### config.mk
export PLATFORM = sky130hd
export DESIGN_NAME = correlator_control_regs
export DESIGN_NICKNAME = d
export VERILOG_FILES = /design/src/rtl/correlator_control_regs.v /design/src/rtl/prng_source.v
export VERILOG_INCLUDE_DIRS = /design/src /design/src/rtl
export SDC_FILE = /design/constraint.sdc
export NUM_CORES = 1
export LEC_CHECK = 0
export BUFFER_PORTS_ARGS = -buffer_cell sky130_fd_sc_hd__buf_2
export CORE_MARGIN = 3
export CORE_UTILIZATION = 55
export CTS_BUF_LIST = sky130_fd_sc_hd__clkbuf_8 sky130_fd_sc_hd__clkbuf_16
export DETAILED_ROUTE_END_ITERATION = 10
export PLACE_DENSITY = 0.8
export SETUP_SLACK_MARGIN = 0.05
export SYNTH_ARGS = -nofsm -noshare
export SYNTH_HDL_FRONTEND = slang
export SYNTH_HIERARCHICAL = 1
export SYNTH_SLANG_ARGS = --single-unit
### constraint.sdc
create_clock -name clk -period 8.8 [get_ports clk]
set_input_delay 0.44 -clock clk [delete_from_list [all_inputs] [get_ports clk]]
set_output_delay 0.44 -clock clk [all_outputs]
set_load 0.005 [all_outputs]
### src/rtl/correlator_control_regs_regs.vh
// register offsets, field positions, reset values and timing counts of the correlator control block
`ifndef CORRELATOR_CONTROL_REGS_REGS_VH
`define CORRELATOR_CONTROL_REGS_REGS_VH

`define ADDR_W              15
`define DATA_W              16

`define OFS_CONFIG_CONTROL  15'h0004
`define OFS_RESULT_LOW      15'h0008
`define OFS_RESULT_HIGH     15'h0009
`define OFS_OUTPUT_CONTROL  15'h000A
`define OFS_BUS_ADDRESS     15'h000B
`define OFS_DCG_ONE         15'h000C

`define CC_SERIAL_DATA      0
`define CC_TARGET_SELECT    1
`define CC_PROM_RESET       2
`define CC_PROM_ADVANCE     3
`define CC_CONFIG_PROGRAM   4
`define CC_CONFIG_CLOCK     5
`define CC_CONFIG_RESET     6
`define CC_MASTER_SYNC      7
`define CC_STORE_MASK       16'hFF83
`define CC_RESET_VALUE      16'h0000

`define OC_CHIP_SELECT      0
`define OC_RELOAD_ADDRESS   1
`define OC_TEST_DATA        2
`define OC_HOST_PATH        3
`define OC_STORE_MASK       16'hFFFD
`define OC_RESET_VALUE      16'h0000

`define DCG_RESET_VALUE     16'h0000

`define BA_SLOT_LSB         5
`define BA_IDENT_LSB        8

`define DMA_RESTART_BITS    10
`define PRNG_WIDTH          32
`define PRNG_SEED           32'h0000_0001

`define CLK_PERIOD_NS       25
`define CFG_PULSE_NS        100
`define CFG_PULSE_CYCLES    ((`CFG_PULSE_NS + `CLK_PERIOD_NS - 1) / `CLK_PERIOD_NS)
`define PULSE_CNT_W         8
`define ADDR_SETTLE_CYCLES  3'h5
`define SETTLE_CNT_W        3
`define PIN_IDLE            16'h000F

`endif

### src/rtl/correlator_control_regs.v
// host-visible control and readout registers of the correlator module
`timescale 1ns/100ps
`default_nettype none
`include "correlator_control_regs_regs.vh"

// What this block does
// - writing 1 to advance bit steps serial-number PROM to its next bit
// - reading advance bit returns current serial PROM data level
// - PROM reset, advance and read act only while serial read enable set
// - writing 1 to program bit pulses selected chip done/program line low
// - reading program bit returns present done/program line level
// - writing 1 to clock bit emits one clock, capturing shared data bit
// - program, clock and reset pulses go to the chip target select picks
// - writing 1 to configuration reset bit sends one reset pulse
// - master-sync high drives sync bus as master; low leaves bus undriven
// - low-half register gives low 16 bits of selected result, read first
// - high-half register gives upper 16 bits, read right after low half
// - output chip select steers result reads to chip 0 or chip 1
// - bus address loads at power-up and on reload write; reload reads meaningless
// - test-data enable swaps correlator data for pseudo-random values on both paths
// - generator restarts on DMA start with low 10 address bits zero, or read start
// - readout-path bit 1 gives data to host bus, 0 to DMA transfer
// - bus address register shows slot in bits 5-7, ident in bits 8-15
// - unused output control bits store whatever the host writes
// - shared bit enables serial reading and supplies configuration data bit
// - target select low picks DMA interface chip, high picks sampler chip
// - writing 1 to PROM reset bit resets the serial-number PROM
module correlator_control_regs #(
	parameter                  PULSE_CYCLES = `CFG_PULSE_CYCLES,
	parameter                  SYNC_BITS    = 16
) (
	input  wire                clk,
	input  wire                reset,
	input  wire [14:0]         bus_addr,
	input  wire [15:0]         bus_wdata_in,
	output reg  [15:0]         bus_rdata_out,
	output reg                 bus_rdata_oe,
	input  wire                bus_strobe_n,
	input  wire                bus_write_n,
	output reg                 bus_ack,
	output reg                 prom_reset_pulse,
	output reg                 prom_advance_pulse,
	input  wire                prom_data,
	output reg                 config_data,
	output reg  [1:0]          config_clock,
	output reg  [1:0]          config_reset,
	input  wire [1:0]          config_done_program_line_in,
	output wire [1:0]          config_done_program_line_out,
	output reg  [1:0]          config_done_program_line_oe,
	input  wire                sync_signal,
	output reg                 sync_bus_out,
	output reg                 sync_bus_oe,
	input  wire [31:0]         corr0_result,
	input  wire [31:0]         corr1_result,
	input  wire                host_read_start,
	input  wire                dma_start,
	input  wire [15:0]         dma_start_addr,
	input  wire                dma_word_take,
	output reg  [31:0]         dma_data,
	output reg                 dma_path_enable,
	input  wire [2:0]          slot_position,
	input  wire [7:0]          block_ident,
	output reg  [15:0]         data_clock_gen_one
);

	localparam [1:0] ST_IDLE = 2'b01;
	localparam [1:0] ST_ACK  = 2'b10;
	// strobe, write and done lines idle high; other pins idle low
	localparam [SYNC_BITS-1:0] PIN_IDLE = `PIN_IDLE;

	// pin inputs gathered for the three-stage synchroniser
	wire [SYNC_BITS-1:0] pin_raw;
	reg  [SYNC_BITS-1:0] pin_s1_reg;
	reg  [SYNC_BITS-1:0] pin_s2_reg;
	reg  [SYNC_BITS-1:0] pin_s3_reg;
	reg  [SYNC_BITS-1:0] pin_reg;

	wire                 strobe_n_f;
	wire                 write_n_f;
	wire [1:0]           done_f;
	wire                 prom_data_f;
	wire [2:0]           slot_f;
	wire [7:0]           ident_f;

	reg  [1:0]           state_reg;
	reg  [1:0]           state_next;
	wire                 access;
	wire                 do_write;
	wire                 do_read;

	reg  [15:0]          cc_reg;
	reg  [15:0]          oc_reg;
	reg  [15:0]          dcg_reg;
	reg  [15:0]          bus_addr_reg;
	reg                  addr_load_reg;
	reg  [`SETTLE_CNT_W-1:0] settle_cnt_reg;
	reg  [31:0]          capture_reg;

	reg  [`PULSE_CNT_W-1:0] pulse_cnt_reg;
	reg                  p_prom_reset_reg;
	reg                  p_prom_adv_reg;
	reg                  p_program_reg;
	reg                  p_clock_reg;
	reg                  p_reset_reg;
	reg                  p_target_reg;

	wire                 serial_en;
	wire                 host_path;
	wire                 test_data;
	wire [31:0]          corr_sel;
	wire [31:0]          source;
	wire [31:0]          prng_value;
	wire                 prng_restart;
	wire                 prng_step;
	wire                 low_read;
	reg  [15:0]          rdata_next;
	wire                 cc_hit;
	wire                 oc_hit;
	wire                 any_pulse;

	assign pin_raw = {block_ident, slot_position, prom_data, config_done_program_line_in,
		bus_write_n, bus_strobe_n};

	genvar gi;
	generate
		for (gi = 0; gi < SYNC_BITS; gi = gi + 1) begin : g_sync
			always @(posedge clk or posedge reset) begin
				if (reset) begin
					pin_s1_reg[gi] <= PIN_IDLE[gi];
					pin_s2_reg[gi] <= PIN_IDLE[gi];
					pin_s3_reg[gi] <= PIN_IDLE[gi];
					pin_reg[gi]    <= PIN_IDLE[gi];
				end else begin
					pin_s1_reg[gi] <= pin_raw[gi];
					pin_s2_reg[gi] <= pin_s1_reg[gi];
					pin_s3_reg[gi] <= pin_s2_reg[gi];
					if (pin_s2_reg[gi] == pin_s3_reg[gi]) begin
						pin_reg[gi] <= pin_s3_reg[gi];
					end
				end
			end
		end
	endgenerate

	// stages reset to the idle level, so no false strobe or done edge follows reset
	assign strobe_n_f  = pin_reg[0];
	assign write_n_f   = pin_reg[1];
	assign done_f      = pin_reg[3:2];
	assign prom_data_f = pin_reg[4];
	assign slot_f      = pin_reg[7:5];
	assign ident_f     = pin_reg[15:8];

	// address and write data are not synchronised: they are stable long before the strobe is seen
	always @* begin
		state_next = state_reg;
		case (state_reg)
			ST_IDLE: begin
				if (!strobe_n_f && addr_load_reg == 1'b0) begin
					state_next = ST_ACK;
				end
			end
			ST_ACK: begin
				if (strobe_n_f) begin
					state_next = ST_IDLE;
				end
			end
			default: state_next = ST_IDLE;
		endcase
	end

	assign access   = (state_reg == ST_IDLE) && (state_next == ST_ACK);
	assign do_write = access && !write_n_f;
	assign do_read  = access && write_n_f;
	assign cc_hit   = do_write && (bus_addr == `OFS_CONFIG_CONTROL);
	assign oc_hit   = do_write && (bus_addr == `OFS_OUTPUT_CONTROL);

	assign serial_en = cc_reg[`CC_SERIAL_DATA];
	assign host_path = oc_reg[`OC_HOST_PATH];
	assign test_data = oc_reg[`OC_TEST_DATA];
	assign corr_sel  = oc_reg[`OC_CHIP_SELECT] ? corr1_result : corr0_result;
	assign source    = test_data ? prng_value : corr_sel;
	assign low_read  = do_read && (bus_addr == `OFS_RESULT_LOW) && host_path;

	assign prng_restart = host_read_start ||
		(dma_start && dma_start_addr[`DMA_RESTART_BITS-1:0] == {`DMA_RESTART_BITS{1'b0}});
	assign prng_step = test_data && (host_path ? low_read : dma_word_take);

	prng_source #(
		.WIDTH   (`PRNG_WIDTH),
		.SEED    (`PRNG_SEED)
	) u_prng (
		.clk     (clk),
		.reset   (reset),
		.restart (prng_restart),
		.step    (prng_step),
		.value   (prng_value)
	);

	always @* begin
		rdata_next = 16'h0000;
		case (bus_addr)
			`OFS_CONFIG_CONTROL: begin
				rdata_next = cc_reg & `CC_STORE_MASK;
				rdata_next[`CC_PROM_ADVANCE] = serial_en & prom_data_f;
				rdata_next[`CC_CONFIG_PROGRAM] = done_f[cc_reg[`CC_TARGET_SELECT]];
			end
			`OFS_RESULT_LOW:     rdata_next = host_path ? source[15:0] : 16'h0000;
			`OFS_RESULT_HIGH:    rdata_next = host_path ? capture_reg[31:16] : 16'h0000;
			`OFS_OUTPUT_CONTROL: rdata_next = oc_reg & `OC_STORE_MASK;
			`OFS_BUS_ADDRESS:    rdata_next = bus_addr_reg;
			`OFS_DCG_ONE:        rdata_next = dcg_reg;
			default:             rdata_next = 16'h0000;
		endcase
	end

	// bus handshake: ack and read drive hold until the host lifts its strobe
	always @(posedge clk or posedge reset) begin
		if (reset) begin
			state_reg     <= ST_IDLE;
			bus_ack       <= 1'b0;
			bus_rdata_oe  <= 1'b0;
			bus_rdata_out <= 16'h0000;
		end else begin
			state_reg <= state_next;
			bus_ack   <= (state_next == ST_ACK);
			if (do_read) begin
				bus_rdata_out <= rdata_next;
				bus_rdata_oe  <= 1'b1;
			end else if (state_next == ST_IDLE) begin
				bus_rdata_oe  <= 1'b0;
			end
		end
	end

	// register storage; pulse bits are not stored, they start the pulse engine
	always @(posedge clk or posedge reset) begin
		if (reset) begin
			cc_reg      <= `CC_RESET_VALUE;
			oc_reg      <= `OC_RESET_VALUE;
			dcg_reg     <= `DCG_RESET_VALUE;
			capture_reg <= 32'h0000_0000;
		end else begin
			if (cc_hit) begin
				cc_reg <= bus_wdata_in & `CC_STORE_MASK;
			end
			if (oc_hit) begin
				oc_reg <= bus_wdata_in & `OC_STORE_MASK;
			end
			if (do_write && bus_addr == `OFS_DCG_ONE) begin
				dcg_reg <= bus_wdata_in;
			end
			if (low_read) begin
				capture_reg <= source;
			end
		end
	end

	// bus address is loaded once after reset release and again on each reload write
	always @(posedge clk or posedge reset) begin
		if (reset) begin
			addr_load_reg  <= 1'b1;
			settle_cnt_reg <= `ADDR_SETTLE_CYCLES;
			bus_addr_reg   <= 16'h0000;
		end else begin
			// the first load waits until the switch pins have passed the synchroniser
			if (settle_cnt_reg != {`SETTLE_CNT_W{1'b0}}) begin
				settle_cnt_reg <= settle_cnt_reg - {{(`SETTLE_CNT_W-1){1'b0}}, 1'b1};
			end else if (addr_load_reg) begin
				bus_addr_reg  <= {ident_f, slot_f, 5'h00};
				addr_load_reg <= 1'b0;
			end
			if (oc_hit && bus_wdata_in[`OC_RELOAD_ADDRESS]) begin
				addr_load_reg <= 1'b1;
			end
		end
	end

	assign any_pulse = p_prom_reset_reg | p_prom_adv_reg | p_program_reg | p_clock_reg | p_reset_reg;

	// one pulse timer serves every strobe; a new config control write restarts it
	always @(posedge clk or posedge reset) begin
		if (reset) begin
			pulse_cnt_reg    <= {`PULSE_CNT_W{1'b0}};
			p_prom_reset_reg <= 1'b0;
			p_prom_adv_reg   <= 1'b0;
			p_program_reg    <= 1'b0;
			p_clock_reg      <= 1'b0;
			p_reset_reg      <= 1'b0;
			p_target_reg     <= 1'b0;
		end else if (cc_hit) begin
			pulse_cnt_reg    <= PULSE_CYCLES[`PULSE_CNT_W-1:0];
			p_prom_reset_reg <= bus_wdata_in[`CC_PROM_RESET] & bus_wdata_in[`CC_SERIAL_DATA];
			p_prom_adv_reg   <= bus_wdata_in[`CC_PROM_ADVANCE] & bus_wdata_in[`CC_SERIAL_DATA];
			p_program_reg    <= bus_wdata_in[`CC_CONFIG_PROGRAM];
			p_clock_reg      <= bus_wdata_in[`CC_CONFIG_CLOCK];
			p_reset_reg      <= bus_wdata_in[`CC_CONFIG_RESET];
			p_target_reg     <= bus_wdata_in[`CC_TARGET_SELECT];
		end else if (any_pulse) begin
			if (pulse_cnt_reg == {{(`PULSE_CNT_W-1){1'b0}}, 1'b1}) begin
				p_prom_reset_reg <= 1'b0;
				p_prom_adv_reg   <= 1'b0;
				p_program_reg    <= 1'b0;
				p_clock_reg      <= 1'b0;
				p_reset_reg      <= 1'b0;
			end
			pulse_cnt_reg <= pulse_cnt_reg - {{(`PULSE_CNT_W-1){1'b0}}, 1'b1};
		end
	end

	// done/program is open drain: only ever pulled low, the chip releases it high
	assign config_done_program_line_out = 2'b00;

	// config data follows bit 0 of every config control write, so it is steady before the clock edge only when an earlier write set it
	always @(posedge clk or posedge reset) begin
		if (reset) begin
			prom_reset_pulse            <= 1'b0;
			prom_advance_pulse          <= 1'b0;
			config_data                 <= 1'b0;
			config_clock                <= 2'b00;
			config_reset                <= 2'b00;
			config_done_program_line_oe <= 2'b00;
		end else begin
			prom_reset_pulse   <= p_prom_reset_reg;
			prom_advance_pulse <= p_prom_adv_reg;
			config_data        <= cc_reg[`CC_SERIAL_DATA];
			// target low is the DMA interface chip (index 0), high the sampler chip (index 1)
			config_clock <= {p_clock_reg & p_target_reg, p_clock_reg & ~p_target_reg};
			config_reset <= {p_reset_reg & p_target_reg, p_reset_reg & ~p_target_reg};
			config_done_program_line_oe <= {p_program_reg & p_target_reg,
				p_program_reg & ~p_target_reg};
		end
	end

	// no interlock between modules: two masters would both drive the sync bus
	always @(posedge clk or posedge reset) begin
		if (reset) begin
			sync_bus_out <= 1'b0;
			sync_bus_oe  <= 1'b0;
		end else begin
			sync_bus_out <= sync_signal;
			sync_bus_oe  <= cc_reg[`CC_MASTER_SYNC];
		end
	end

	always @(posedge clk or posedge reset) begin
		if (reset) begin
			dma_data           <= 32'h0000_0000;
			dma_path_enable    <= 1'b0;
			data_clock_gen_one <= `DCG_RESET_VALUE;
		end else begin
			dma_data           <= source;
			dma_path_enable    <= ~host_path;
			data_clock_gen_one <= dcg_reg;
		end
	end

endmodule // correlator_control_regs

`default_nettype wire

### src/rtl/prng_source.v
// pseudo-random test pattern generator used in place of correlator results
`timescale 1ns/100ps
`default_nettype none

module prng_source #(
	parameter                  WIDTH = 32,
	parameter [WIDTH-1:0]      SEED  = 1
) (
	input  wire                clk,
	input  wire                reset,
	input  wire                restart,
	input  wire                step,
	output reg  [WIDTH-1:0]    value
);

	wire feedback;

	// taps give a maximal sequence for the 32-bit default width
	assign feedback = value[WIDTH-1] ^ value[21] ^ value[1] ^ value[0];

	always @(posedge clk or posedge reset) begin
		if (reset) begin
			value <= SEED;
		end else if (restart) begin
			value <= SEED;
		end else if (step) begin
			value <= {value[WIDTH-2:0], feedback};
		end
	end

endmodule // prng_source

`default_nettype wire

=== After elaboration in Yosys (flattened, before gate mapping) ===
Cells that the tools add are included.

* Register bits: 279
* Input port bits: 133
* Output and inout bits: 80
* Word-level logic and storage cells: 194

* Add/sub/neg operators: 2
* Order comparisons: 1
* Eq/ne operators: 28
* Muxes and demuxes: 26
* Bitwise gates (word level): 20
* Reductions and logical operators: 23

{| class="wikitable"
|+ Operator list
! kind !! count
|-
| $mux W32 || 4
|-
| $pmux W16 S6 || 1
|-
| $eq A15 B4 Y1 const B || 5
|-
| $mux W16 || 2
|-
| $eq A1 B1 Y1 || 16
|-
| $mux W8 || 2
|-
| $eq A15 B3 Y1 const B || 1
|-
| $mux W1 || 14
|-
| $logic_and A1 B1 Y1 || 12
|-
| $logic_not A10 Y1 || 1
|-
| $and A1 B1 Y1 || 9
|-
| $eq A8 B1 Y1 const B || 1
|-
| $reduce_bool A2 Y1 || 4
|-
| $sub A8 B1 Y8 const B || 1
|-
| $eq A2 B1 Y1 const B || 2
|-
| $eq A2 B2 Y1 const B || 2
|-
| $mux W2 || 2
|-
| $not A1 Y1 || 4
|-
| $or A1 B1 Y1 || 4
|-
| $pmux W2 S2 || 1
|-
| $reduce_and A2 Y1 || 2
|-
| $reduce_bool A3 Y1 || 1
|-
| $sub A3 B1 Y3 const B || 1
|-
| $xor A1 B1 Y1 || 3
|-
| 4 further kinds || 5
|}

=== Logic depth before layout (Yosys ltp) ===
Gate-level depths: netlist (run 1).

* Depth after elaboration: 13
* Mapped depth: 13
* Depth with buffers taken out: 10

=== By module ===
The synthesis (run 1) kept the hierarchy.

{| class="wikitable"
|+ By module, submodules not included
! module !! times used !! cells an instance !! area an instance (um^2) !! sequential area each (um^2)
|-
| correlator_control_regs || 1 || 676 || 8993.6 || 5780.5
|-
| prng_source || 1 || 107 || 1307.5 || 802.0
|}

=== Least setup slack after synthesis (run 1) ===
No wires, ideal clock.

* Kind: register to register
* From: reg state_reg[0]
* To: reg u_prng.value[10]
* Library setup time: 0.132 ns
* Arrival: 3.129 ns
* Required time: 8.668 ns
* Path slack: 5.539 ns
* Stages on the path, launching flop included: 14
* Buffers on the path: 4
* Clock period less this slack: 3.261 ns
* Cells stage by stage: dfstp_2 > inv_1 > ha_1 > a21oi_1 > o21ai_1 > a2111o_1 > or4_4 > buf_6 > buf_6 > a21boi_0 > clkbuf_1 > buf_2 > mux2i_1 > nor2_1

* Cells in the longest elaborated chain, start to end: 10
* Elaborated cells on any way between the ends: 13
* Those cells by class: 3 x eq/ne; 4 x mux; 6 x reduce/logical

{| class="wikitable"
|+ RTL lines
! item !! RTL line !! RTL
|-
| from (decl) || correlator_control_regs.v:85 || <nowiki>reg [1:0] state_reg;</nowiki>
|-
| from (signal assigned) || correlator_control_regs.v:224 || <nowiki>state_reg <= state_next;</nowiki>
|-
| $eq A2 B2 Y1, or another cell as far along || correlator_control_regs.v:156 || <nowiki>case (state_reg)</nowiki>
|-
| $pmux W2 S2 || correlator_control_regs.v:156 ||
|-
| $eq A2 B2 Y1 || correlator_control_regs.v:171 || <nowiki>assign access = (state_reg == ST_IDLE) && (state_next == ST_ACK);</nowiki>
|-
| $logic_and A1 B1 Y1 (*) || correlator_control_regs.v:171 ||
|-
| $logic_and A1 B1 Y1 (*) || correlator_control_regs.v:173 || <nowiki>assign do_read = access && write_n_f;</nowiki>
|-
| $logic_and A1 B1 Y1 (*) (2 in a row) || correlator_control_regs.v:182 || <nowiki>assign low_read = do_read && (bus_addr == `OFS_RESULT_LOW) && host_path;</nowiki>
|-
| $mux W1 (*) || correlator_control_regs.v:186 || <nowiki>assign prng_step = test_data && (host_path ? low_read : dma_word_take);</nowiki>
|-
| $logic_and A1 B1 Y1 (*) || correlator_control_regs.v:186 ||
|-
| net prng_step || correlator_control_regs.v:114 || <nowiki>wire prng_step;</nowiki>
|-
| $reduce_bool A2 Y1 (no source line) (*) || n/a ||
|-
| to (signal assigned) || prng_source.v:27 || <nowiki>value <= {value[WIDTH-2:0], feedback};</nowiki>
|-
| to (decl) || prng_source.v:13 || <nowiki>output reg [WIDTH-1:0] value</nowiki>
|}

The timed path passes the listed nets; every way through them passes the cells marked *.
A chain may end at the register's enable or synchronous reset.

=== Worst setup path in the final report (run 1) ===
* From: reg state_reg[0]
* To: reg u_prng.value[0]

Same word-level chain as after synthesis.

==> summary.md, run 1 <==
| Metric | Value |
|---|---|
| Async set-reset flop share out of synthesis | 1.00 |
| Crit. End Element | flip-flop |
| CTS Buffer Depth | 3 |
| Layout cells sized above 1 | 0.370 |
| RSZ-0062 raised after global routing | no |
| CTS buffer count | 26 |
| Final Critical Period | 4.17 ns |
| First-pass GRT wire length | 35800 um |
| Remaining global-route overflow | 0 |
| Pre-antenna DRT Iters | 5 |
| WL/cell | between 15 and 20 um |
| Clock Skews | 0.0107 ns |
| Max VDD drop | 0.132 mV |
| Vias in the first global route | ~6700 |
| Later-pin clock latency in the skew report | between 0.5 and 0.6 ns |
| DIE WIDTH | 143 um |
| Seq/Total Area, Yosys | 0.639 |
| YS warnings | 6 |
| Critical Path RT | 9.24 ns |
| Post-CTS sizing | 0 |
| Drt drc | 0 |
| Die Ht | 143 um |
| Synth Cell Area | 10300 um2 |
| Pin slew with the least headroom to its limit | 0.990 ns |
| Root Buffer Master | clkbuf_16 |
| Final Non-Filler Cells | between 1000 and 1500 |
| Top Registers | dma_data: 32 flops, u_prng/value: 32 flops |
| Post-placement cell count | 1185 |
| Setup TNS | 0 ns |
| Status | finished, violations left |
| HPWL after DPL | 15400 um |
| Post-synth EDFFs | 0 |
| Total Routed Length | 22600 um |
| Synth Register Bits | 262 |
| Crit path launch type | flip-flop |
| Clk sinks | 262 |
| Leakage | around 5.8 nW |
| Hold WC Path Type | in2async |
| Final layout net count | 1125 |
| H-tree depth | 1 |
| Tcrit/Tclk final | 0.474 |
| Pins over their slew limit | 0 |
| MaxCap Viol Count | 0 |
| CTS tree | done |
| Total track usage | 0.222 |
| CP Max Fanout | 32 |
| Number of setup buffers added after CTS | 0 |
| Antenna violations before repair | 2 |
| Die area | 20400 um2 |
| # fillers | 1327 |
| Drt via density | 5.44 |
| Violated checks | negative hold slack |
| Power Density | 216 nW/um2 |
| Fin. Hold Viols | 8 |
| Final GP Congestion | about 0.81 |
| CTS Hold Buffers Added | 1 |
| Max frequency | between 0.2 and 0.25 GHz |
| Post-synthesis cell type count | 55 |
| Area of the core | 18200 um2 |
| Rows | 49 |
| Starting DRT DRC Count | 383 |
| CP Data Arrival Time | 4.61 ns |
| Top_reg_cell synth | dfrtp_1 |
| # port buffers | 204 |
| Largest net degree at the start of global routing | 81 |
| Via Count | 6697 |
| Setup violators final | 0 |
| Post-layout util | 0.683 |
| # IOs | 213 |
| Syn avg cell area | 13.2 um2 |
| Post-synthesis cell count | 783 |
| Type of the worst setup path | reg2reg |
| Initial Util | 0.566 |
| CTS clk-pin slew, worst paths | 0.06 ns |
| Rel. slew slack | 0.340 |
| WHS | -0.0212 ns |
| Area growth, synth to finish | 20.7% |
| Detail Route Antenna Nets | 0 |
critical path, stage by stage, from the launching register on:
cell and delay, ns:
dfstp_2 0.55, inv_1 0.04, ha_1 0.23, a21oi_1 0.26
o21ai_1 0.14, a2111o_1 0.75, or4_4 0.84, a21boi_4 0.20
buf_4 0.47, inv_1 0.11, o21ai_1 0.13, or3b_1 0.34
cell usage after synthesis, drive strengths merged, types with 3 or more instances:
| library cell | count | area [um2] |
|---|---|---|
| a21oi | 11 | 55.1 |
| a221oi | 11 | 96.3 |
| a222oi | 10 | 100 |
| and2 | 3 | 18.8 |
| buf | 16 | 103 |
| clkbuf | 26 | 97.6 |
| dfrtp | 241 | 6030 |
| dfstp | 21 | 552 |
| ha | 6 | 75.1 |
| inv | 18 | 67.6 |
| maj3 | 16 | 160 |
| mux2 | 82 | 957 |
| mux2i | 69 | 691 |
| nand2 | 67 | 251 |
| nand2b | 6 | 37.5 |
| nand3 | 5 | 25.0 |
| nor2 | 57 | 214 |
| nor2b | 7 | 43.8 |
| nor3 | 8 | 45.0 |
| nor4 | 6 | 43.8 |
| o21ai | 53 | 265 |
| or3 | 3 | 18.8 |
| or4 | 5 | 41.3 |
| xnor2 | 3 | 26.3 |
| xor2 | 5 | 43.8 |
layout by cell type (no fill, tap or decap), types with 4 or more instances in the layout:
| master | n |
|---|---|
| dfrtp_1 | 239 |
| buf_2 | 204 |
| mux2_2 | 73 |
| mux2i_1 | 69 |
| nand2_1 | 67 |
| nor2_1 | 57 |
| o21ai_0 | 51 |
| clkbuf_16 | 27 |
| dfstp_2 | 21 |
| inv_1 | 17 |
| maj3_1 | 16 |
| a21oi_1 | 11 |
| a221oi_1 | 11 |
| a222oi_1 | 10 |
| buf_4 | 10 |
| mux2_4 | 9 |
| nor3_1 | 7 |
| nor2b_1 | 7 |
| clkinv_2 | 7 |
| nand2b_1 | 6 |
| ha_1 | 6 |
| nor4_1 | 5 |
| nand3_1 | 5 |
| xor2_1 | 5 |
| or4_1 | 4 |
| bufinv_16 | 4 |
layer usage:
layer	vias to the layer above	GRT usage	wire [um]
met5	-	0	13
met4	2	0.0665	501
met3	37	0.0395	1200
met2	202	0.362	11200
met1	3319	0.310	9660
li1	3137	-	-
cell type report:
type                       instances  area [um2]  share of cell area
sequential                       262        6590               0.530
clock inverter                    12         163              0.0131
antenna                            1        2.50            0.000201
tap                              229         287              0.0230
timing repair buffer             216        1120              0.0898
multi-input combinational        462        3490               0.280
inverter                          18        75.1             0.00604
clock buffer                      30         717              0.0577
per-stage QoR:
stage | power [mW] | area [um2] | hold slack, ns | worst slack (ns)
floorplan | 1.45 | 10300 | 0.331 | 2.09
global placement | 1.56 | 11500 | 0.333 | 4.76
detailed placement | 1.57 | 11500 | 0.335 | 4.67
CTS | 2.71 | 12400 | 0.000954 | 4.66
global route | 2.79 | 12400 | 0.00870 | 4.29
finish | 2.68 | 12400 | -0.0212 | 4.63
path summary, 6_finish.rpt:
| kind | startpoint | to | slack, ns | depth (start not counted) |
|---|---|---|---|---|
| hold / removal | reset | dma_data[26] | -0.02 | 2 |
| min in group clk | bus_strobe_n | pin_s1_reg[0] | 0.02 | 1 |
| setup reg to reg | state_reg[0] | u_prng/value[0] | 4.63 | 11 |
| hold reg to reg | pin_s1_reg[14] | pin_s2_reg[14] | 0.34 | 0 |
| max in group asynchronous | reset | pulse_cnt_reg[5] | 6.63 | 4 |
| setup / recovery | state_reg[0] | u_prng/value[0] | 4.63 | 11 |
power breakdown:
part           internal (mW)  switching (mW)
Clock                  0.693           0.440
Combinational         0.0929           0.129
Sequential              1.28          0.0419
Total                   2.07           0.612
kinds of logic (layout without fill, tap and decap cells):
logic type                 after synthesis  after routing  synth area share
AOI/OAI and AO/OA                      100            100            0.0623
xor gates and xnor gates                 9              9           0.00899
muxes                                  151            151             0.160
other                                    1              3          0.000364
adders and majority gates               22             22            0.0228
buffers and inverters                   60            276            0.0260
and+or+nand+nor                        178            178            0.0805
DFF                                    262            262             0.639
Note: power is estimated with default switching activity, not from simulation.
==> run 2: changes to the inputs <==
- ABC_AREA: unset -> 1
- CORE_UTILIZATION: 55 -> 50
- PLACE_DENSITY: 0.8 -> 0.76
- clock period: 8.8 -> 3.55 ns (I/O delays scaled with it)
==> summary.md, run 2 <==
| Metric | Value |
|---|---|
| Post-synthesis cell count | 1146 |
| Top Registers | dma_data: 32 flops, u_prng/value: 32 flops |
| Crit path launch type | flip-flop |
| H-tree depth | 1 |
| Total track usage | 0.238 |
| Post-CTS sizing | 0 |
| Post-DP Area | ~12000 um2 |
| Number of setup buffers added after CTS | 0 |
| CTS Buffer Depth | 3 |
| Final GP Congestion | 0.852 |
| Starting DRT DRC Count | 671 |
| Die Ht | 154 um |
| Die area | 23900 um2 |
| Layout cells sized above 1 | 0.250 |
| Rows | 53 |
| Final worst-path setup slack | 0.859 ns |
| CTS clk-pin slew, worst paths | 0.06 ns |
| YS warnings | 6 |
| HPWL after DPL | around 19000 um |
| WL/cell | ~17 um |
| MaxCap Viol Count | 0 |
| Type of the worst setup path | reg2reg |
| Vias in the first global route | 8946 |
| Area leader, netlist | dfrtp_1 |
| Post-synth EDFFs | 0 |
| Largest family of logic cells by synthesized area | simple AND/OR/NAND/NOR gates |
| RSZ-0062 raised after global routing | no |
| CP Data Arrival Time | 3.15 ns |
| Top_reg_cell synth | dfrtp_1 |
| Drt drc | 0 |
| Tcrit/Tclk final | 0.758 |
| Final Critical Period | 2.69 ns |
| Max frequency | about 0.37 GHz |
| Later-pin clock latency in the skew report | 0.54 ns |
| Area of the core | 21400 um2 |
| Async set-reset flop share out of synthesis | 1.00 |
| CP Max Fanout | 11 |
| Synth Register Bits | 262 |
| Post-synthesis mux area share | 0.0121 |
| Clock Skews | 0.0120 ns |
| Root Buffer Master | clkbuf_16 |
| Post-Synth Simple-Gate Area | 0.215 |
| Crit. End Element | flip-flop |
| Top post-synthesis cells by area | dfrtp_1 (55%), nand2_1 (9.3%), dfstp_2 (5.0%) |
| Detail Route Antenna Nets | 0 |
| Total Power | a little under 7 mW |
| # IOs | 213 |
| Clk sinks | ~260 |
| Pin slew with the least headroom to its limit | 1.13 ns |
| Setup violators final | 0 |
| Leakage | 7.00 nW |
| Synth top cells by count | nand2_1 (274), dfrtp_1 (241), nor2_1 (116) |
| Area growth, synth to finish | 25.7% |
| First-pass GRT wire length | roughly 46000 um |
| Most frequent cells in the layout | nand2_1 (274), dfrtp_1 (241), buf_2 (204) |
| Largest net degree at the start of global routing | 72 |
| Initial Util | 0.516 |
| # port buffers | 204 |
| Remaining global-route overflow | 0 |
| CTS Hold Buffers Added | 66 |
| Final instance area | 13800 um2 |
| Count leader, synth | nand2_1 |
| Final layout net count | 1551 |
| Rel. slew slack | 0.242 |
| CTS buffer count | 28 |
| Power Density | 496 nW/um2 |
| Top-area cell type share of the netlist area | 0.547 |
| Synth Cell Area | 11000 um2 |
| Status | completed |
| Ant diodes | 0 |
| Total Routed Length | roughly 28000 um |
| Fin. Hold Viols | 0 |
| Adder-cell share of the synthesized area | 0.0213 |
| Post-layout util | 0.649 |
| Via Count | 8772 |
| Pre-CTS WS | 0.874 ns |
| Drt via density | 5.14 |
| Synth Area in XOR/XNOR | 0.00477 |
| Syn avg cell area | 9.62 um2 |
| Max VDD drop | between 0.3 and 0.4 mV |
| Most common cell after layout, fill and taps aside | nand2_1 |
| Setup TNS | 0 ns |
| Pins over their slew limit | 0 |
| Synth Area in Compound Gates | 0.0836 |
| Antenna violations before repair | 1 |
| CTS tree | done |
| Post-synthesis cell type count | 42 |
| Hold WC Path Type | in2reg |
| DIE WIDTH | 154 um |
| Critical Path RT | 4.01 ns |
| Seq/Total Area, Yosys | 0.597 |
| Pre-antenna DRT Iters | 5 |
-- run 2: stage by stage --
stage,instances,hold slack [ns]
2_1_floorplan,1147,0.182
3_3_place_gp,1591,0.274
3_5_place_dp,1591,0.282
4_1_cts,1707,0.000456
5_1_grt,1707,0.0224
6_report,1707,0.00629
-- run 2: cells by family (layout without fill, tap and decap cells) --
| group | Yosys count | after routing |
|---|---|---|
| simple gates | 545 | 545 |
| flops | 262 | 262 |
| buf+inv | 164 | 449 |
| compound gates | 134 | 134 |
| fa+ha+maj | 22 | 22 |
| mux | 12 | 12 |
| xor+xnor | 6 | 6 |
| other cells | 1 | 2 |
-- run 2: layer usage --
layer  up-vias  share of wire  GRT usage
li1       4188              -          -
met1      4209           0.42      0.317
met2       299           0.49      0.394
met3        74          0.062     0.0453
met4         2          0.032     0.0791
met5         -        0.00042          0
-- run 2: worst paths after layout --
path	startpoint	end	slack (ns)	cells after the start
max	state_reg[0]	u_prng/value[0]	0.86	14
min reg2reg	pin_s1_reg[6]	pin_s2_reg[6]	0.35	0
min in group asynchronous	reset	bus_rdata_out[2]	0.28	3
max reg2reg	state_reg[0]	u_prng/value[0]	0.86	14
min	corr0_result[8]	dma_data[8]	0.006	4
max in group asynchronous	reset	ident_f[7]	2.31	4
-- run 2: critical path, cell delays in order (launching register included) --
cell	delay, ns
dfstp_2	0.55
inv_1	0.05
ha_1	0.27
inv_1	0.07
nand2_1	0.07
nor2_2	0.17
nand4_2	0.12
clkinv_1	0.09
nand2_1	0.05
a21oi_1	0.18
or2_1	0.47
buf_4	0.30
nand3_1	0.10
nand2_1	0.06
nand3_1	0.06
-- run 2: final cells by class --
type,instances,area [um2]
clock buffer,34,795
clock inverter,16,151
fill,1686,7500
inverter,108,409
multi-input combinational,721,3720
sequential,262,6580
tap,275,344
timing repair buffer,291,1850
-- run 2: where the power goes --
part | total [mW] | switching (mW) | internal [mW]
Combinational | 0.665 | 0.378 | 0.287
Sequential | 3.26 | 0.0929 | 3.17
Clock | 2.95 | 1.16 | 1.79
Total | 6.87 | 1.63 | 5.24
